`config.mk`:
```
export PLATFORM = sky130hd
export DESIGN_NAME = cqf_top
export DESIGN_NICKNAME = d
export VERILOG_FILES = /design/src/rtl/cqf_pkg.sv /design/src/rtl/cqf_q_if.sv /design/src/rtl/cqf_queue.sv /design/src/rtl/cqf_top.sv
export SDC_FILE = /design/constraint.sdc
export NUM_CORES = 2
export LEC_CHECK = 0
export BUFFER_PORTS_ARGS = -buffer_cell sky130_fd_sc_hd__buf_4
export CORE_ASPECT_RATIO = 1.75
export CORE_UTILIZATION = 65
export DETAILED_ROUTE_END_ITERATION = 16
export HOLD_SLACK_MARGIN = 0.12
export PLACE_DENSITY_LB_ADDON = 0.1
export SKIP_CTS_REPAIR_TIMING = 1
export SYNTH_ARGS = -nofsm -noshare
export SYNTH_HDL_FRONTEND = slang
export SYNTH_HIERARCHICAL = 1
export SYNTH_SLANG_ARGS = --single-unit
```
`constraint.sdc`:
```
create_clock -name hclk -period 9.77 [get_ports hclk]
set_clock_uncertainty 0.05 [all_clocks]
set_input_delay 1.954 -clock hclk [delete_from_list [all_inputs] [get_ports hclk]]
set_output_delay 1.954 -clock hclk [all_outputs]
set_load 0.01 [all_outputs]
```
`src/rtl/cqf_pkg.sv`:
```
// Package: register map, record layout and timing of the CAN transmit queue front end
package cqf_pkg;
   localparam logic [7:0]  REG_CTRL       = 8'h00;
   localparam logic [7:0]  REG_PERIOD     = 8'h04;
   localparam logic [7:0]  REG_ID         = 8'h08;
   localparam logic [7:0]  REG_KLEN       = 8'h0C;
   localparam logic [7:0]  REG_DLO        = 8'h10;
   localparam logic [7:0]  REG_DHI        = 8'h14;
   localparam logic [7:0]  REG_SUBMIT     = 8'h18;
   localparam logic [7:0]  REG_STATUS     = 8'h1C;
   localparam logic [7:0]  REG_INT_STAT   = 8'h20;
   localparam logic [7:0]  REG_INT_MASK   = 8'h24;
   localparam int unsigned CTRL_PER_BIT   = 0;
   localparam int unsigned CTRL_DEPTH_LSB = 4;
   localparam int unsigned DEPTH_W        = 4;
   localparam int unsigned Q_DEPTH        = 8;
   localparam logic [31:0] CTRL_RESET     = 32'h0000_0080;
   localparam int unsigned KLEN_LEN_LSB   = 8;
   localparam logic [7:0]  KIND_DATA      = 8'h00;
   localparam logic [7:0]  KIND_REMOTE    = 8'h01;
   localparam int unsigned EXT_FLAG_BIT   = 29;
   localparam int unsigned STD_ID_W       = 11;
   localparam int unsigned EXT_ID_W       = 29;
   localparam logic [7:0]  MAX_LEN        = 8'h08;
   localparam logic [31:0] RECORD_SIZE    = 32'h0000_0018;
   localparam int unsigned CLK_PERIOD_PS  = 5000;
   localparam int unsigned PERIOD_DEF_US  = 1000;
   localparam int unsigned PERIOD_DEF_CYC = PERIOD_DEF_US * 1000 * 1000 / CLK_PERIOD_PS;
   localparam logic [1:0]  RES_OK         = 2'h0;
   localparam logic [1:0]  RES_SIZE       = 2'h1;
   localparam logic [1:0]  RES_OVF        = 2'h2;
   localparam logic [1:0]  RES_KIND       = 2'h3;
   localparam int unsigned INT_DONE       = 0;
   localparam int unsigned INT_OVF        = 1;
   localparam int unsigned INT_REJ        = 2;
   localparam int unsigned INT_W          = 3;
   localparam int unsigned ST_COMPLETE    = 0;
   localparam int unsigned ST_BUSY        = 1;
   localparam int unsigned ST_EMPTY       = 2;
   localparam int unsigned ST_COUNT_LSB   = 4;
   localparam int unsigned ST_RESULT_LSB  = 8;

   typedef enum logic [1:0] {
      TX_IDLE = 2'b01,
      TX_WAIT = 2'b10
   } cqf_tx_e;

   typedef struct packed {
      logic        rtr;
      logic        ext;
      logic [28:0] ident;
      logic [3:0]  dlc;
      logic [63:0] data;
   } cqf_frame_s;

   localparam int unsigned FRAME_W = $bits(cqf_frame_s);
endpackage : cqf_pkg

```
`src/rtl/cqf_q_if.sv`:
```
// Interface: transmit queue control and data between front end and queue store
`timescale 1ns/1ps
interface cqf_q_if #(
   parameter int unsigned W  = 99,
   parameter int unsigned CW = 4
);
   logic          push;
   logic          pop;
   logic [W-1:0]  wdata;
   logic [W-1:0]  rdata;
   logic [CW-1:0] cfg_depth;
   logic [CW-1:0] count;
   logic          full;
   logic          empty;

   modport ctl (output push, pop, wdata, cfg_depth, input rdata, count, full, empty);
   modport mem (input push, pop, wdata, cfg_depth, output rdata, count, full, empty);
endinterface : cqf_q_if

```
`src/rtl/cqf_queue.sv`:
```
// Transmit queue store: FIFO with runtime depth and a zero-depth overwrite slot
`timescale 1ns/1ps
module cqf_queue #(
   parameter int unsigned W     = 99,
   parameter int unsigned DEPTH = 8,
   parameter int unsigned CW    = 4
) (
   input wire logic hclk,
   input wire logic hresetn,
   cqf_q_if.mem     q
);
   localparam int unsigned PW = (DEPTH > 1) ? $clog2(DEPTH) : 1;

   typedef struct packed {
      logic [DEPTH-1:0][W-1:0] mem;
      logic [PW-1:0]           wr;
      logic [PW-1:0]           rd;
      logic [CW-1:0]           count;
   } cqf_qstate_s;

   cqf_qstate_s s_q;
   cqf_qstate_s s_d;

   function automatic logic [PW-1:0] nxt(input logic [PW-1:0] p);
      nxt = (p == PW'(DEPTH - 1)) ? '0 : p + PW'(1);
   endfunction : nxt

   assign q.rdata = s_q.mem[s_q.rd];
   assign q.count = s_q.count;
   assign q.empty = (s_q.count == '0);
   assign q.full  = (q.cfg_depth != '0) && (s_q.count >= q.cfg_depth);

   always_comb begin
      s_d = s_q;
      if (q.cfg_depth == '0) begin
         // Single slot: a new item simply replaces the pending one
         if (q.pop) begin
            s_d.count = '0;
         end
         if (q.push) begin
            s_d.mem[s_q.rd] = q.wdata;
            s_d.count       = CW'(1);
         end
      end else begin
         // First in, first out
         if (q.push) begin
            s_d.mem[s_q.wr] = q.wdata;
            s_d.wr          = nxt(s_q.wr);
         end
         if (q.pop) begin
            s_d.rd = nxt(s_q.rd);
         end
         s_d.count = s_q.count + CW'(q.push) - CW'(q.pop);
      end
   end

   always_ff @(posedge hclk or negedge hresetn) begin
      if (!hresetn) begin
         s_q <= '0;
      end else begin
         s_q <= s_d;
      end
   end
endmodule : cqf_queue

```
`src/rtl/cqf_top.sv`:
```
// CAN transmit queue front end: AHB-Lite registers, queue, periodic and one-shot sender
//
// The register addresses and the AHB-Lite slave port were chosen for this implementation.
`timescale 1ns/1ps
// Behaviour
// - A submit only enqueues and the bus write completes without waiting
// - Submit size must equal the record size, otherwise the record is rejected
// - Complete rises only when queue is empty and last frame was sent
// - Complete stays set until the next enqueue, which clears it
// - Complete reads true from reset before anything is enqueued
// - Periodic mode takes one queued item at each period boundary reached while the sender is idle
// - Periodic mode with empty queue resends the previous frame
// - Full queue discards the submission and reports overflow
// - Depth zero overwrites the pending item and never reports overflow
// - Frame kind is checked after the record size and steers only the remote flag and which payload bytes are sent
// - Kind 0 goes out as a data frame
// - Kind 1 goes out as a remote frame without data bytes
// - Identifier is a 32-bit word, bit 29 flags an extended identifier
// - Flag clear sends 11-bit identifier, flag set sends 29-bit identifier
// - Data frame sends exactly length bytes of the eight-byte payload
// - Remote frame ignores payload and sends length as its length code
// - Success only after the remote acknowledge on tx_done
module cqf_top #(
   parameter int unsigned DEPTH      = cqf_pkg::Q_DEPTH,
   parameter logic [31:0] PERIOD_CYC = 32'(cqf_pkg::PERIOD_DEF_CYC)
) (
   input  wire logic        hclk,
   input  wire logic        hresetn,
   input  wire logic        hsel,
   input  wire logic [31:0] haddr,
   input  wire logic [1:0]  htrans,
   input  wire logic        hwrite,
   input  wire logic [2:0]  hsize,
   input  wire logic [31:0] hwdata,
   input  wire logic        hready,
   output logic             hreadyout,
   output logic [31:0]      hrdata,
   output logic             hresp,
   output logic             irq,
   output logic             tx_valid,
   output logic [28:0]      tx_ident,
   output logic             tx_ext,
   output logic             tx_rtr,
   output logic [3:0]       tx_dlc,
   output logic [63:0]      tx_data,
   input  wire logic        tx_done
);
   localparam int unsigned CW = cqf_pkg::DEPTH_W;

   typedef struct packed {
      cqf_pkg::cqf_tx_e         tx;
      logic                     periodic;
      logic [CW-1:0]            depth;
      logic [31:0]              period;
      logic [31:0]              tick_cnt;
      logic [31:0]              id;
      logic [7:0]               kind;
      logic [7:0]               len;
      logic [63:0]              data;
      logic                     complete;
      logic [1:0]               result;
      logic [cqf_pkg::INT_W-1:0] int_stat;
      logic [cqf_pkg::INT_W-1:0] int_mask;
      logic                     irq;
      cqf_pkg::cqf_frame_s      last;
      logic                     have_last;
      cqf_pkg::cqf_frame_s      out;
      logic                     tx_valid;
      logic [7:0]               addr;
      logic                     wr_pend;
      logic                     rd_pend;
      logic [31:0]              hrdata;
      logic                     hreadyout;
   } cqf_state_s;

   cqf_state_s                s_q;
   cqf_state_s                s_d;
   cqf_pkg::cqf_frame_s       new_f;
   logic                      addr_ok;
   logic                      sub;
   logic                      size_ok;
   logic                      kind_ok;
   logic                      tick;
   logic                      send_new;
   logic                      send_last;
   logic                      done_empty;
   logic [cqf_pkg::INT_W-1:0] ev;

   cqf_q_if #(.W(cqf_pkg::FRAME_W), .CW(CW)) q ();

   cqf_queue #(.W(cqf_pkg::FRAME_W), .DEPTH(DEPTH), .CW(CW)) u_queue (
      .hclk    (hclk),
      .hresetn (hresetn),
      .q       (q.mem)
   );

   // Turns the staged record into the frame that goes on the wire
   function automatic cqf_pkg::cqf_frame_s build(input logic [31:0] id, input logic [7:0] kind,
                                                 input logic [7:0] len, input logic [63:0] d);
      cqf_pkg::cqf_frame_s f;
      f.rtr = (kind == cqf_pkg::KIND_REMOTE);
      f.ext = id[cqf_pkg::EXT_FLAG_BIT];
      f.ident = f.ext ? id[cqf_pkg::EXT_ID_W-1:0]
                      : {18'h0, id[cqf_pkg::STD_ID_W-1:0]};
      f.dlc = len[3:0];
      f.data = '0;
      for (int i = 0; i < 8; i++) begin
         if (!f.rtr && (8'(i) < len)) begin
            f.data[8*i +: 8] = d[8*i +: 8];
         end
      end
      build = f;
   endfunction : build

   assign q.wdata     = new_f;
   assign q.cfg_depth = s_q.depth;
   assign hreadyout   = s_q.hreadyout;
   assign hrdata      = s_q.hrdata;
   assign hresp       = 1'b0;
   assign irq         = s_q.irq;
   assign tx_valid    = s_q.tx_valid;
   assign tx_ident    = s_q.out.ident;
   assign tx_ext      = s_q.out.ext;
   assign tx_rtr      = s_q.out.rtr;
   assign tx_dlc      = s_q.out.dlc;
   assign tx_data     = s_q.out.data;

   always_comb begin
      s_d       = s_q;
      q.push    = 1'b0;
      q.pop     = 1'b0;
      ev        = '0;
      tick      = 1'b0;
      send_new  = 1'b0;
      send_last = 1'b0;
      new_f     = build(s_q.id, s_q.kind, s_q.len, s_q.data);
      // Bus address phase
      addr_ok   = hsel & hready & htrans[1];
      s_d.wr_pend = addr_ok & hwrite;
      s_d.rd_pend = addr_ok & ~hwrite;
      if (addr_ok) begin
         s_d.addr = haddr[7:0];
      end
      if (addr_ok & ~hwrite) begin
         s_d.hreadyout = 1'b0;
      end
      // Write data phase
      sub     = s_q.wr_pend && (s_q.addr == cqf_pkg::REG_SUBMIT);
      size_ok = (hwdata == cqf_pkg::RECORD_SIZE);
      kind_ok = ((s_q.kind == cqf_pkg::KIND_DATA) || (s_q.kind == cqf_pkg::KIND_REMOTE))
                && (s_q.len <= cqf_pkg::MAX_LEN);
      done_empty = (s_q.tx == cqf_pkg::TX_WAIT) && tx_done && q.empty;
      if (s_q.wr_pend) begin
         case (s_q.addr)
            cqf_pkg::REG_CTRL: begin
               s_d.periodic = hwdata[cqf_pkg::CTRL_PER_BIT];
               s_d.depth    = hwdata[cqf_pkg::CTRL_DEPTH_LSB +: CW];
               if (s_d.depth > CW'(DEPTH)) begin
                  s_d.depth = CW'(DEPTH);
               end
            end
            cqf_pkg::REG_PERIOD: begin
               s_d.period = (hwdata == '0) ? 32'h0000_0001 : hwdata;
            end
            cqf_pkg::REG_ID: begin
               s_d.id = hwdata;
            end
            cqf_pkg::REG_KLEN: begin
               s_d.kind = hwdata[7:0];
               s_d.len  = hwdata[cqf_pkg::KLEN_LEN_LSB +: 8];
            end
            cqf_pkg::REG_DLO: begin
               s_d.data[31:0] = hwdata;
            end
            cqf_pkg::REG_DHI: begin
               s_d.data[63:32] = hwdata;
            end
            cqf_pkg::REG_INT_MASK: begin
               s_d.int_mask = hwdata[cqf_pkg::INT_W-1:0];
            end
            cqf_pkg::REG_SUBMIT: begin
               if (!size_ok) begin
                  s_d.result = cqf_pkg::RES_SIZE;
                  ev[cqf_pkg::INT_REJ] = 1'b1;
               end else if (!kind_ok) begin
                  s_d.result = cqf_pkg::RES_KIND;
                  ev[cqf_pkg::INT_REJ] = 1'b1;
               end else if ((s_q.depth != '0) && q.full) begin
                  s_d.result = cqf_pkg::RES_OVF;
                  ev[cqf_pkg::INT_OVF] = 1'b1;
               end else begin
                  q.push       = 1'b1;
                  s_d.result   = cqf_pkg::RES_OK;
                  s_d.complete = 1'b0;
               end
            end
            default: ;
         endcase
      end
      // Read data phase, one wait state
      if (s_q.rd_pend) begin
         s_d.hreadyout = 1'b1;
         case (s_q.addr)
            cqf_pkg::REG_CTRL:     s_d.hrdata = {24'h0, s_q.depth, 3'h0, s_q.periodic};
            cqf_pkg::REG_PERIOD:   s_d.hrdata = s_q.period;
            cqf_pkg::REG_ID:       s_d.hrdata = s_q.id;
            cqf_pkg::REG_KLEN:     s_d.hrdata = {16'h0, s_q.len, s_q.kind};
            cqf_pkg::REG_DLO:      s_d.hrdata = s_q.data[31:0];
            cqf_pkg::REG_DHI:      s_d.hrdata = s_q.data[63:32];
            cqf_pkg::REG_STATUS:   s_d.hrdata = {22'h0, s_q.result, q.count, 1'b0, q.empty,
                                                 s_q.tx_valid, s_q.complete};
            cqf_pkg::REG_INT_STAT: begin
               s_d.hrdata   = {29'h0, s_q.int_stat};
               s_d.int_stat = '0;
            end
            cqf_pkg::REG_INT_MASK: s_d.hrdata = {29'h0, s_q.int_mask};
            default:               s_d.hrdata = '0;
         endcase
      end
      // Period divider
      if (s_q.periodic) begin
         if (s_q.tick_cnt >= s_q.period - 32'h0000_0001) begin
            tick         = 1'b1;
            s_d.tick_cnt = '0;
         end else begin
            s_d.tick_cnt = s_q.tick_cnt + 32'h0000_0001;
         end
      end else begin
         s_d.tick_cnt = '0;
      end
      // Sender
      case (s_q.tx)
         cqf_pkg::TX_IDLE: begin
            if (!s_q.periodic || tick) begin
               if (!q.empty) begin
                  q.pop    = 1'b1;
                  send_new = 1'b1;
               end else if (s_q.periodic && s_q.have_last) begin
                  send_last = 1'b1;
               end
            end
            if (send_new) begin
               s_d.out       = q.rdata;
               s_d.last      = q.rdata;
               s_d.have_last = 1'b1;
            end else if (send_last) begin
               s_d.out = s_q.last;
            end
            if (send_new || send_last) begin
               s_d.tx_valid = 1'b1;
               s_d.tx       = cqf_pkg::TX_WAIT;
            end
         end
         cqf_pkg::TX_WAIT: begin
            if (tx_done) begin
               s_d.tx_valid = 1'b0;
               s_d.tx       = cqf_pkg::TX_IDLE;
               if (q.empty && !q.push) begin
                  s_d.complete = 1'b1;
                  ev[cqf_pkg::INT_DONE] = 1'b1;
               end
            end
         end
         default: begin
            s_d.tx       = cqf_pkg::TX_IDLE;
            s_d.tx_valid = 1'b0;
         end
      endcase
      s_d.int_stat = s_d.int_stat | ev;
      s_d.irq      = |(s_d.int_stat & s_d.int_mask);
   end

   always_ff @(posedge hclk or negedge hresetn) begin
      if (!hresetn) begin
         s_q           <= '0;
         s_q.tx        <= cqf_pkg::TX_IDLE;
         s_q.depth     <= cqf_pkg::CTRL_RESET[cqf_pkg::CTRL_DEPTH_LSB +: CW];
         s_q.period    <= PERIOD_CYC;
         s_q.complete  <= 1'b1;
         s_q.hreadyout <= 1'b1;
      end else begin
         s_q <= s_d;
      end
   end
endmodule : cqf_top

```
==> results.sh <==
export IMPL_htreeDepth=3
export IMPL_rsz0062_at_grt="no"
export IMPL_period_needed_ns=6.107
export IMPL_cp_arrival_ns=6.66
export IMPL_port_buffers=180
export IMPL_synth_edff_count=0
export IMPL_die_y_um=398.6
export IMPL_finalSetupViolations=0
export IMPL_track_usage_pct=34.59
export IMPL_p_leak_nw=30.57
export IMPL_antenna_left=0
export IMPL_crit_path_cell_trace="buf_4 > nor4_1 > nand2_1 > nor4_1 > nand4_2 > nor3_1 > buf_4 > nor2b_1 > nand3_1 > o31ai_4 > buf_4 > buf_4 > mux2_2"
export IMPL_slowest_stage="nor4_1"
export IMPL_slew_violations=0
export IMPL_final_common_cell="dfrtp_1"
export IMPL_viasPerCell=6.576
export IMPL_dieArea_um2=91110
export IMPL_timing_rr_start="s_q[397]"
export IMPL_r2r_end="u_queue/q.count[2]"
export IMPL_drive_above_1_share_pct=43.25
export IMPL_instances_no_fill=5461
export IMPL_cp_common_cell="buf_4"
export IMPL_netlist_instances=4223
export IMPL_worstHoldEndpoint="s_q[252]"
export IMPL_die_w_um=228.6
export IMPL_drt_iter0_drc=2743
export IMPL_crit_type="input port to flip-flop"
export IMPL_critical_path_max_stage_delay_ns=0.65
export IMPL_rrSetupSlack_ns=4.03
export IMPL_routed_wl_um=155200
export IMPL_hp_class="flip-flop to flip-flop"
export IMPL_reg2reg_depth=20
export IMPL_crit_required_ns=10.32
export IMPL_initial_core_util_pct=65.57
export IMPL_routedWlPerCell_um=28.42
export IMPL_hold_viol_final=0
export IMPL_grt_pass1_vias=37440
export IMPL_synth_ff_type="dfrtp_1"
export IMPL_cp_max_fo=35
export IMPL_areaGrowthSynthToFinish_pct=8.963
export IMPL_min_period_over_period_pct=62.51
export IMPL_clock_path_buffers=3
export IMPL_numCtsBuffers=111
export IMPL_synth_avg_cell_area_um2=13.83
export IMPL_gr_total_overflow=0
export IMPL_clk_pin_slew_ns=0.07
export IMPL_ir_worst_vdd_mv=0.2259
export IMPL_cp_end_kind="flip-flop"
export IMPL_cts_sinks=1237
export IMPL_antenna_found_initial=2
export IMPL_core_rowCount=145
export IMPL_ys_ff_latch=1237
export IMPL_crit_family="simple AND/OR/NAND/NOR gates"
export IMPL_slew_headroom_pct=28.08
export IMPL_grt_pass1_wl_um=236300
export IMPL_dr_pass1_iters=6
export IMPL_place_hpwl_um=97910
export IMPL_netlist_area_um2=58410
export IMPL_place_gp_congestion=0.9052
export IMPL_max_cap_violations=0
export IMPL_yosysSeqAreaShare_pct=53.02
export IMPL_powerDensity_nw_per_um2=211.3
export IMPL_clk_latency_ns=0.72
export IMPL_num_io_pins=210
export IMPL_min_delay_path_depth=2
export IMPL_worst_slew_pin_slew_ns=1.079
export IMPL_vias=35912
export IMPL_cts_tree="done"
export IMPL_dpl_cell_count=5248
export IMPL_fmax_mhz=163.8
export IMPL_timing_hold_ws_ns=0.4211
export IMPL_fillerInstances=6178
export IMPL_core_um2=89080
export IMPL_grt_max_degree=169
export IMPL_fin_nets=4308
export IMPL_async_flop_share_pct=100.0
export IMPL_mostFrequentLayoutCells="1224 x dfrtp_1, 1139 x mux2_2, 247 x buf_4"
export IMPL_outcome="finished clean"
export IMPL_syn_num_nets=4346
export IMPL_setup_tns_ns=0
export IMPL_drc=0
export IMPL_cts_root_buf="clkbuf_16"
export IMPL_synth_warnings=6
export IMPL_crit_buf_inv=4
export IMPL_start_kind="input port"
export IMPL_ys_types=78
export IMPL_min_from="s_q[252]"
[synthesized netlist by cell type, types with 9 or more instances]
cell      count  share of area, %
a21o_1       26              0.33
a21oi_1      47              0.40
a221o_1       9              0.15
a221oi_1     85               1.3
a222oi_1     14              0.24
a22o_1       33              0.49
a22oi_1     132               1.7
and2_1       85              0.91
and3_1       23              0.25
buf_1        20              0.13
buf_2        81              0.69
buf_4       143               1.8
buf_6        38              0.73
clkbuf_1    121              0.78
dfrtp_1    1227                53
dfstp_2      10              0.45
ha_1         47               1.0
inv_1        53              0.34
mux2_2     1139                22
mux2_4      176               4.5
mux2i_1     108               1.9
mux4_2       34               1.3
nand2_1      84              0.54
nand2b_1     18              0.19
nand3_1      25              0.21
nand4_1      15              0.16
nor2_1       85              0.55
nor2b_1      11              0.12
nor3_1        9             0.077
nor4_1       19              0.20
o21ai_0      66              0.57
o221ai_1     20              0.30
o22a_1       14              0.21
o22ai_1      63              0.67
xnor2_1      24              0.36
xor2_1       38              0.57
[how the worst max path moves through the flow]
stage / start / to / depth (start not counted)
after global routing: hwdata[17] / u_queue/s_q[651] / 13
after floorplan: hwdata[7] / u_queue/s_q[791] / 12
final: hwdata[17] / u_queue/s_q[666] / 13
after global placement: hwdata[17] / u_queue/s_q[617] / 13
after detailed placement: hwdata[17] / u_queue/s_q[666] / 13
after CTS: hwdata[17] / u_queue/s_q[666] / 13
[power breakdown]
group	internal, W	total (W)	leakage (nW)	switching (W)
clock	0.00283	0.00482	2.01	0.00199
sequential	0.00533	0.00561	16.8	0.000287
combinational	0.00111	0.00301	11.8	0.00191
[state kept, by name, summed over array words and instances (netlist names)]
name             flops
hrdata              32
hreadyout            1
irq                  1
new_f                5
q.cfg_depth          4
s_q                293
tx_data             64
tx_dlc               4
tx_ext               1
tx_ident            29
tx_rtr               1
u_queue/q.count      4
u_queue/s_q        798
[stage by stage]
step           power, W  worst slack, ns  utilization, %  area, µm²
2_1_floorplan  0.007585            4.540               -      58410
3_3_place_gp   0.008652            3.069           66.87      59570
3_5_place_dp   0.008688            3.022           66.87      59570
4_1_cts         0.01348            3.782           71.44      63640
5_1_grt         0.01384            3.438           71.44      63640
6_report        0.01345            3.663           71.45      63640
[worst reg2reg max path, stage by stage (launching register included)]
cell      delay (ns)
dfrtp_1         0.51
inv_1           0.25
ha_1            0.28
nand4b_1        0.26
nor2_2          0.34
nand3_1         0.19
nor4_2          0.22
xnor2_1         0.13
ha_1            0.33
nand4_1         0.18
nor3_1          0.44
o21ai_0         0.21
a41oi_1         0.21
buf_4           0.22
o21a_4          0.57
ha_1            0.25
inv_1           0.04
ha_1            0.21
fa_1            0.44
xnor2_1         0.19
o21ai_0         0.09
[area by class of cell]
class	count	area, µm²	area share (%)
antenna	3	7.507	0.01180
clock buffer	164	3403	5.347
clock inverter	46	663.1	1.042
inverter	56	210.2	0.3303
multi-input combinational	2524	24900	39.12
sequential	1237	30980	48.67
tap	1176	1471	2.312
timing repair buffer	255	2014	3.165
[cells by family (layout without fill, tap and decap cells)]
| group | count (synthesis) | after routing | share of synthesized area [%] |
|---|---|---|---|
| other | 1 | 4 | 0.006420 |
| AO/OA/AOI/OAI | 536 | 536 | 6.827 |
| multiplexers | 1460 | 1460 | 29.70 |
| adder cells (fa/ha/maj) | 48 | 48 | 1.041 |
| XOR/XNOR | 62 | 62 | 0.9297 |
| buffers and inverters | 462 | 521 | 4.608 |
| flip-flops | 1237 | 1237 | 53.02 |
| AND/OR/NAND/NOR | 417 | 417 | 3.869 |
[per-layer routing]
metal / part of all wire, % / GRT usage, %
met5: 0 / 0
met3: 5.2 / 4.100
met4: 6.0 / 19.82
met1: 39 / 42.99
met2: 50 / 58.74
Power figures use the tool's default switching activity.
